$ cat config.mk
export PLATFORM = sky130hd
export DESIGN_NAME = acr_regs
export DESIGN_NICKNAME = d
export VERILOG_FILES = /design/src/common/acr_pkg.sv /design/src/logic/acr_regs.sv
export SDC_FILE = /design/constraint.sdc
export NUM_CORES = 1
export LEC_CHECK = 0
export ABC_CLOCK_PERIOD_IN_PS = 6010
export BUFFER_PORTS_ARGS = -buffer_cell sky130_fd_sc_hd__buf_2
export CAP_MARGIN = 0
export CORE_MARGIN = 3
export CORE_UTILIZATION = 53
export CTS_BUF_LIST = sky130_fd_sc_hd__clkbuf_8
export CTS_CLUSTER_SIZE = 16
export DETAILED_ROUTE_END_ITERATION = 10
export PLACE_DENSITY_LB_ADDON = 0.12
export SLEW_MARGIN = 20
export SYNTH_ARGS = -nofsm -noshare
export SYNTH_HDL_FRONTEND = slang
export SYNTH_SLANG_ARGS = --single-unit
$ cat constraint.sdc
create_clock -name clk -period 6.01 [get_ports clk]
set_clock_uncertainty 0.2 [all_clocks]
set_input_delay 0.3005 -clock clk [delete_from_list [all_inputs] [get_ports clk]]
set_output_delay 0.3005 -clock clk [all_outputs]
set_load 0.05 [all_outputs]
$ cat src/common/acr_pkg.sv
// Package with register map, field positions and constants for the audio control block
`default_nettype none
package acr_pkg;
   // Register indices as printed; byte address is four times the index
   localparam logic [7:0] ACR_IDX_MODE = 8'h06;
   localparam logic [7:0] ACR_IDX_COEF = 8'h07;
   localparam logic [7:0] ACR_IDX_IRQ_STAT = 8'h20;
   localparam logic [7:0] ACR_IDX_IRQ_MASK = 8'h21;
   localparam logic [7:0] ACR_IDX_EXT = 8'h22;
   // Field positions of the mode register
   localparam int ACR_B_LINK_HI = 15;
   localparam int ACR_B_LINK_LO = 14;
   localparam int ACR_B_RATE = 13;
   localparam int ACR_B_XFER = 12;
   localparam int ACR_B_ROLE = 11;
   localparam int ACR_B_ADC_OVF = 8;
   localparam int ACR_B_DACL_OVF = 7;
   localparam int ACR_B_DACR_OVF = 6;
   localparam int ACR_B_RSV_HI = 5;
   localparam int ACR_B_RSV_LO = 4;
   localparam int ACR_B_CLIP = 3;
   localparam int ACR_B_REV_HI = 2;
   // Link field encodings
   localparam logic [1:0] ACR_LINK_R2L = 2'h1;
   localparam logic [1:0] ACR_LINK_L2R = 2'h2;
   // Reset values
   localparam logic [15:0] ACR_COEF_RST = 16'h6BE3;
   localparam logic [1:0] ACR_LINK_RST = 2'h0;
   // Revision code, value arbitrary
   localparam logic [2:0] ACR_REV_CODE = 3'h1;
   // Per-rate derived settings: divider for the measurement converter clock
   localparam logic [7:0] ACR_DIV_48K = 8'h20;
   localparam logic [7:0] ACR_DIV_44K = 8'h1D;
   localparam int ACR_NFLAG = 3;
   localparam logic [1:0] ACR_HTRANS_NONSEQ = 2'h2;
   localparam logic [1:0] ACR_HTRANS_SEQ = 2'h3;
endpackage
`default_nettype wire

$ cat src/logic/acr_regs.sv
// Audio mode/flag register bank with AHB-Lite slave and interrupt
`timescale 1ns/1ps
`default_nettype none
// Summary of operation
// - Link field 00 or 11 keeps left and right volumes independent.
// - Link field 01 drives left volume from the right setting.
// - Link field 10 drives right volume from the left setting.
// - Bit 13 picks reference rate, 0 is 48 kHz, 1 is 44.1 kHz.
// - Rate choice sets de-emphasis set, AGC time constants, converter divider.
// - Bit 12 picks continuous or 256-s transfer mode, reset 0.
// - Bit 11 picks slave or master role, reset 0.
// - Bit 8 flags ADC overflow, cleared by reading the register.
// - Bit 7 flags left DAC overflow, cleared by reading.
// - Bit 6 flags right DAC overflow, cleared by reading.
// - Bit 3 enables microphone AGC clip stepping, reset 0.
// - Clip stepping acts only while AGC is selected for an input.
// - Bits 2 to 0 read a fixed revision code, writes ignored.
// - Next register holds left bass coefficient zero, reset 27619.
// - Bass coefficients are used only while effects filter is enabled.
module acr_regs
   import acr_pkg::*;
(
   input wire logic clk,
   input wire logic arst_n,
   input wire logic hsel,
   input wire logic [31:0] haddr,
   input wire logic [1:0] htrans,
   input wire logic hwrite,
   input wire logic [2:0] hsize,
   input wire logic [31:0] hwdata,
   input wire logic hready,
   output logic [31:0] hrdata,
   output logic hreadyout,
   output logic hresp,
   input wire logic adc_ovf_in,
   input wire logic dacl_ovf_in,
   input wire logic dacr_ovf_in,
   input wire logic agc_active_in,
   input wire logic effects_filter_enable,
   input wire logic [15:0] left_vol_in,
   input wire logic [15:0] right_vol_in,
   output logic [15:0] left_vol_out,
   output logic [15:0] right_vol_out,
   output logic rate_44k1,
   output logic [7:0] meas_div,
   output logic deemph_set_44k1,
   output logic agc_tc_44k1,
   output logic transfer_mode_select,
   output logic role_select,
   output logic agc_clip_step_active,
   output logic [15:0] bass_coef_active,
   output logic irq
);

   // ****************************************************************
   // Bus address phase capture
   // ****************************************************************
   logic wr_pend_reg;
   logic [7:0] wr_idx_reg;
   logic [31:0] rdata_next;
   logic [7:0] a_idx;
   logic rd_go;
   logic wr_go;
   assign a_idx = haddr[9:2];
   assign rd_go = hsel && hready && htrans[1] && !hwrite;
   assign wr_go = hsel && hready && htrans[1] && hwrite;

   always_ff @(posedge clk or negedge arst_n)
   begin
      if (!arst_n)
      begin
         wr_pend_reg <= 1'b0;
         wr_idx_reg <= 8'h00;
      end
      else
      begin
         wr_pend_reg <= wr_go;
         if (wr_go)
         begin
            wr_idx_reg <= a_idx;
         end
      end
   end

   // Zero wait states, always OKAY
   always_ff @(posedge clk or negedge arst_n)
   begin
      if (!arst_n)
      begin
         hreadyout <= 1'b1;
         hresp <= 1'b0;
      end
      else
      begin
         hreadyout <= 1'b1;
         hresp <= 1'b0;
      end
   end

   // ****************************************************************
   // Overflow and AGC input synchronisers
   // ****************************************************************
   logic [ACR_NFLAG-1:0] ovf_raw;
   logic [ACR_NFLAG-1:0] ovf_s1_reg;
   logic [ACR_NFLAG-1:0] ovf_s2_reg;
   logic agc_s1_reg;
   logic agc_s2_reg;
   assign ovf_raw = {adc_ovf_in, dacl_ovf_in, dacr_ovf_in};

   always_ff @(posedge clk or negedge arst_n)
   begin
      if (!arst_n)
      begin
         ovf_s1_reg <= '0;
         ovf_s2_reg <= '0;
         agc_s1_reg <= 1'b0;
         agc_s2_reg <= 1'b0;
      end
      else
      begin
         ovf_s1_reg <= ovf_raw;
         ovf_s2_reg <= ovf_s1_reg;
         agc_s1_reg <= agc_active_in;
         agc_s2_reg <= agc_s1_reg;
      end
   end

   // ****************************************************************
   // Control fields
   // ****************************************************************
   logic [1:0] link_reg;
   logic rate_reg;
   logic xfer_reg;
   logic role_reg;
   logic [1:0] rsv_reg;
   logic clip_reg;
   logic [15:0] coef_reg;
   logic [ACR_NFLAG-1:0] mask_reg;
   logic wr_mode;
   logic wr_coef;
   logic wr_mask;
   logic wr_stat;
   assign wr_mode = wr_pend_reg && (wr_idx_reg == ACR_IDX_MODE);
   assign wr_coef = wr_pend_reg && (wr_idx_reg == ACR_IDX_COEF);
   assign wr_mask = wr_pend_reg && (wr_idx_reg == ACR_IDX_IRQ_MASK);
   assign wr_stat = wr_pend_reg && (wr_idx_reg == ACR_IDX_IRQ_STAT);

   always_ff @(posedge clk or negedge arst_n)
   begin
      if (!arst_n)
      begin
         link_reg <= ACR_LINK_RST;
         rate_reg <= 1'b0;
         xfer_reg <= 1'b0;
         role_reg <= 1'b0;
         rsv_reg <= 2'h0;
         clip_reg <= 1'b0;
      end
      else if (wr_mode)
      begin
         link_reg <= hwdata[ACR_B_LINK_HI:ACR_B_LINK_LO];
         rate_reg <= hwdata[ACR_B_RATE];
         xfer_reg <= hwdata[ACR_B_XFER];
         role_reg <= hwdata[ACR_B_ROLE];
         rsv_reg <= hwdata[ACR_B_RSV_HI:ACR_B_RSV_LO];
         clip_reg <= hwdata[ACR_B_CLIP];
      end
   end

   always_ff @(posedge clk or negedge arst_n)
   begin
      if (!arst_n)
      begin
         coef_reg <= ACR_COEF_RST;
      end
      else if (wr_coef)
      begin
         coef_reg <= hwdata[15:0];
      end
   end

   always_ff @(posedge clk or negedge arst_n)
   begin
      if (!arst_n)
      begin
         mask_reg <= '0;
      end
      else if (wr_mask)
      begin
         mask_reg <= hwdata[ACR_NFLAG-1:0];
      end
   end

   // ****************************************************************
   // Sticky flags: read-clear and interrupt status
   // ****************************************************************
   logic [ACR_NFLAG-1:0] flag_reg;
   logic [ACR_NFLAG-1:0] stat_reg;
   logic rd_mode;
   assign rd_mode = rd_go && (a_idx == ACR_IDX_MODE);

   genvar gi;
   generate
      for (gi = 0; gi < ACR_NFLAG; gi++)
      begin : g_flag
         always_ff @(posedge clk or negedge arst_n)
         begin
            if (!arst_n)
            begin
               flag_reg[gi] <= 1'b0;
            end
            else if (ovf_s2_reg[gi])
            begin
               flag_reg[gi] <= 1'b1;
            end
            else if (rd_mode)
            begin
               flag_reg[gi] <= 1'b0;
            end
         end
         always_ff @(posedge clk or negedge arst_n)
         begin
            if (!arst_n)
            begin
               stat_reg[gi] <= 1'b0;
            end
            else if (ovf_s2_reg[gi])
            begin
               stat_reg[gi] <= 1'b1;
            end
            else if (wr_stat && hwdata[gi])
            begin
               stat_reg[gi] <= 1'b0;
            end
         end
      end
   endgenerate

   always_ff @(posedge clk or negedge arst_n)
   begin
      if (!arst_n)
      begin
         irq <= 1'b0;
      end
      else
      begin
         irq <= |(stat_reg & mask_reg);
      end
   end

   // ****************************************************************
   // Read data
   // ****************************************************************
   always_comb
   begin
      rdata_next = 32'h0000_0000;
      case (a_idx)
         ACR_IDX_MODE:
         begin
            rdata_next[ACR_B_LINK_HI:ACR_B_LINK_LO] = link_reg;
            rdata_next[ACR_B_RATE] = rate_reg;
            rdata_next[ACR_B_XFER] = xfer_reg;
            rdata_next[ACR_B_ROLE] = role_reg;
            rdata_next[ACR_B_ADC_OVF] = flag_reg[2];
            rdata_next[ACR_B_DACL_OVF] = flag_reg[1];
            rdata_next[ACR_B_DACR_OVF] = flag_reg[0];
            rdata_next[ACR_B_RSV_HI:ACR_B_RSV_LO] = rsv_reg;
            rdata_next[ACR_B_CLIP] = clip_reg;
            rdata_next[ACR_B_REV_HI:0] = ACR_REV_CODE;
         end
         ACR_IDX_COEF: rdata_next[15:0] = coef_reg;
         ACR_IDX_IRQ_STAT: rdata_next[ACR_NFLAG-1:0] = stat_reg;
         ACR_IDX_IRQ_MASK: rdata_next[ACR_NFLAG-1:0] = mask_reg;
         ACR_IDX_EXT: rdata_next[ACR_NFLAG-1:0] = ovf_s2_reg;
         default: rdata_next = 32'h0000_0000;
      endcase
   end

   always_ff @(posedge clk or negedge arst_n)
   begin
      if (!arst_n)
      begin
         hrdata <= 32'h0000_0000;
      end
      else if (rd_go)
      begin
         hrdata <= rdata_next;
      end
   end

   // ****************************************************************
   // Derived outputs
   // ****************************************************************
   always_ff @(posedge clk or negedge arst_n)
   begin
      if (!arst_n)
      begin
         left_vol_out <= 16'h0000;
         right_vol_out <= 16'h0000;
      end
      else
      begin
         case (link_reg)
            ACR_LINK_R2L:
            begin
               left_vol_out <= right_vol_in;
               right_vol_out <= right_vol_in;
            end
            ACR_LINK_L2R:
            begin
               left_vol_out <= left_vol_in;
               right_vol_out <= left_vol_in;
            end
            default:
            begin
               left_vol_out <= left_vol_in;
               right_vol_out <= right_vol_in;
            end
         endcase
      end
   end

   always_ff @(posedge clk or negedge arst_n)
   begin
      if (!arst_n)
      begin
         rate_44k1 <= 1'b0;
         deemph_set_44k1 <= 1'b0;
         agc_tc_44k1 <= 1'b0;
         meas_div <= ACR_DIV_48K;
         transfer_mode_select <= 1'b0;
         role_select <= 1'b0;
         agc_clip_step_active <= 1'b0;
         bass_coef_active <= 16'h0000;
      end
      else
      begin
         rate_44k1 <= rate_reg;
         deemph_set_44k1 <= rate_reg;
         agc_tc_44k1 <= rate_reg;
         meas_div <= rate_reg ? ACR_DIV_44K : ACR_DIV_48K;
         transfer_mode_select <= xfer_reg;
         role_select <= role_reg;
         agc_clip_step_active <= clip_reg && agc_s2_reg;
         // coefficient used only with effects on
         bass_coef_active <= effects_filter_enable ? coef_reg : 16'h0000;
      end
   end

endmodule
`default_nettype wire

==> run summary <==
run status: complete, no violations
ANT cells: 0
required time worst endpoint: 6.10 ns
Comb pwr share: 0.175
most area-consuming cells after synthesis: dfrtp_1 57%, mux2_2 12%, dfstp_2 6.0%
number of flops mapped to enable cells by yosys: 0
WP buf/inv: 2
DR WL/cell: 15.76 um
footprint of the multi-input gates: 1575 um2
FF+latch area: 3017 um2
GRT overflow: 0
Worst Path Max Fanout: 13
Die ar.: 10230 um2
Critical Path AT: 2.54 ns
TritonCTS Sinks: 120
Post-synth top flop: dfrtp_1
largest net degree at the start of global routing: 72
post-synthesis instance area: 4798 um2
Ys Warns: 0
Switching Fraction: 0.2815
initial antenna violation count: 0
fin. max-slew vios: 0
Critical Setup Path Class: in -> reg
Startpoint Class: primary input
clock buffer count from CTS: 17
register area share after synthesis: 0.6287
Hold Fails Final Rpt: 0
share of the synthesized area in the top cell type: 0.5684
hold buffer count at cts: 76
most common cell in the synthesized netlist: dfrtp_1
wirelength, routed: 10.91 mm
# fillers: 574
minimum clock period: 2.448 ns
post-CTS setup repair buffer count: 0
TritonCTS clock tree: yes
I/O pin count: 208
count of cell types in the netlist: 39
clock root buffer: clkbuf_8
Sequential Power Share: 0.443
GRT Total Usage: 0.2233
CP max stage cell: dlygate4sd3_1
routed vias: 3387
CP endpoint kind: flip-flop
Final HPWL DP: 6.737 mm
Post-synth ARST share: 1.000
measured slew at the worst slew-check pin: 0.9085 ns
P_leak: 3.310 nW
Worst-Skew Late Latency: 0.41 ns
die width: 101.2 um
CP top delay family: simple AND/OR/NAND/NOR gates
CTS resizes: 0
clock power share: 0.382
global placement routability congestion: 0.7204
final setup violation count: 0
most frequent cells after synthesis: 109 x dfrtp_1, 50 x mux2_2, 43 x nand2_1
max-cap violations: 0
first-pass GRT wire length: 17.72 mm
Max stage delay on crit path: 0.53 ns
fin nets: 682
drt pass-1 iters: 4
Starting Density: 0.5475
share of cells above drive strength 1: 0.4298
VDD IR-drop max: 0.1791 mV
fmax: 408.4 MHz
WHS: 0.08690 ns
core area: 8763 um2
Avg Inst Size Synth: 13.59 um2
CTS clock-pin slew for the worst setup and hold paths: 0.07 ns
Hold Path Class: in -> reg
DR iter-0 viols: 138
Final Cycle Share: 0.4074
Pint: 0.001445 W
setup tns final: 0 ns
CTS H-Tree Depth: 4
Worst slew margin: 0.3943
FP Rows: 34
RSZ-0062 raised after global routing: false
DRC Markers: 0
synthesized netlist cell count: 353
critical path cell sequence: dlygate4sd3_1 > buf_2 > nor4_1 > nand3b_1 > or2_2 > a21o_1
# port buffers: 142
vias per cell: 4.895
vias in the first global route: 3605
DIE HEIGHT: 101.2 um
number of synthesized register bits: 120
pwr dens: 301.8 nW/um2
Final ANT Viol Nets: 0
post-synth top area cell: dfrtp_1
NetSw: 0.0005659 W
Layout area overhead: 38.83%
Clock Tree Buf Depth: 2
## cell families after synthesis
group | Yosys count | share of synthesized area
other | 2 | 0.001565
multiplexers | 72 | 0.1737
buffers and inverters | 44 | 0.05789
AO/OA/AOI/OAI | 31 | 0.04172
AND/OR/NAND/NOR | 84 | 0.09648
flip-flops | 120 | 0.6287
## power groups by stage
stage | Combinational (W) | Clock [W] | Sequential, W
CTS | 0.000350 | 0.000785 | 0.000890
finish | 0.000352 | 0.000767 | 0.000891
global placement | 0.000301 | 0 | 0.000903
detailed placement | 0.000306 | 0 | 0.000905
global route | 0.000375 | 0.000821 | 0.000897
floorplan | 0.000128 | 0 | 0.00100
## path summary, 6_finish.rpt
check,end,depth (start not counted),slack [ns],start
hold reg to reg,ovf_s2_reg[2],0,0.15,ovf_s1_reg[2]
setup reg to reg,left_vol_out[1],3,3.60,link_reg[1]
min in group asynchronous,bass_coef_active[10],2,0.25,arst_n
hold / removal,bass_coef_active[13],2,0.09,effects_filter_enable
max in group asynchronous,flag_reg[1],3,4.02,arst_n
setup / recovery,flag_reg[1],6,3.56,haddr[5]
## worst register-to-register path: stages (launching register included)
cell and delay, ns:
dfrtp_1 0.37, nand2b_1 0.72, mux2_2 0.42, dlygate4sd3_1 0.58
## routing by layer
layer | GRT usage | up-vias | share of wire
li1 | - | 1597 | -
met1 | 0.2853 | 1657 | 0.42
met2 | 0.3712 | 119 | 0.50
met3 | 0.06336 | 14 | 0.070
met4 | 0.07055 | 0 | 0.011
met5 | 0 | - | 0
## stage by stage
stage               power [W]  instance area, um2  utilization  instances  setup slack [ns]
finish               0.002011                6661       0.7601        692             3.562
global route         0.002093                6661       0.7601        692             3.373
CTS                  0.002026                6661       0.7601        692             3.476
detailed placement   0.001211                5470       0.6242        584             3.075
global placement     0.001204                5470       0.6242        584             3.152
floorplan            0.001132                4870            -        372             3.872
## layout make-up
cell class              count  share of cell area
inverters                   4            0.002254
flip-flops and latches    120              0.4529
well taps                 108             0.02029
clock buffers              18             0.03719
clock inverters            14             0.02742
repair buffers            220              0.2235
multi-input cells         208              0.2365
## placed cells by master, fill, tap and decap left out, types with 2 or more instances in the layout
master and instances:
buf_2 141, dfrtp_1 109, dlygate4sd3_1 76, mux2_2 50
nand2_1 43, conb_1 21, clkbuf_8 18, and2_1 17
o21ai_0 16, mux2i_1 12, dfstp_2 11, mux2_4 10
a21o_1 6, inv_1 5, bufinv_16 4, nand3b_1 3
clkinv_2 3, clkinvlp_4 3, buf_4 3, nor2b_1 2
nand4_1 2, nor2_1 2, nand4b_1 2, nor4_1 2
a32o_1 2, or3b_2 2, a32oi_1 2, clkinv_4 2
Power figures use the tool's default switching activity.
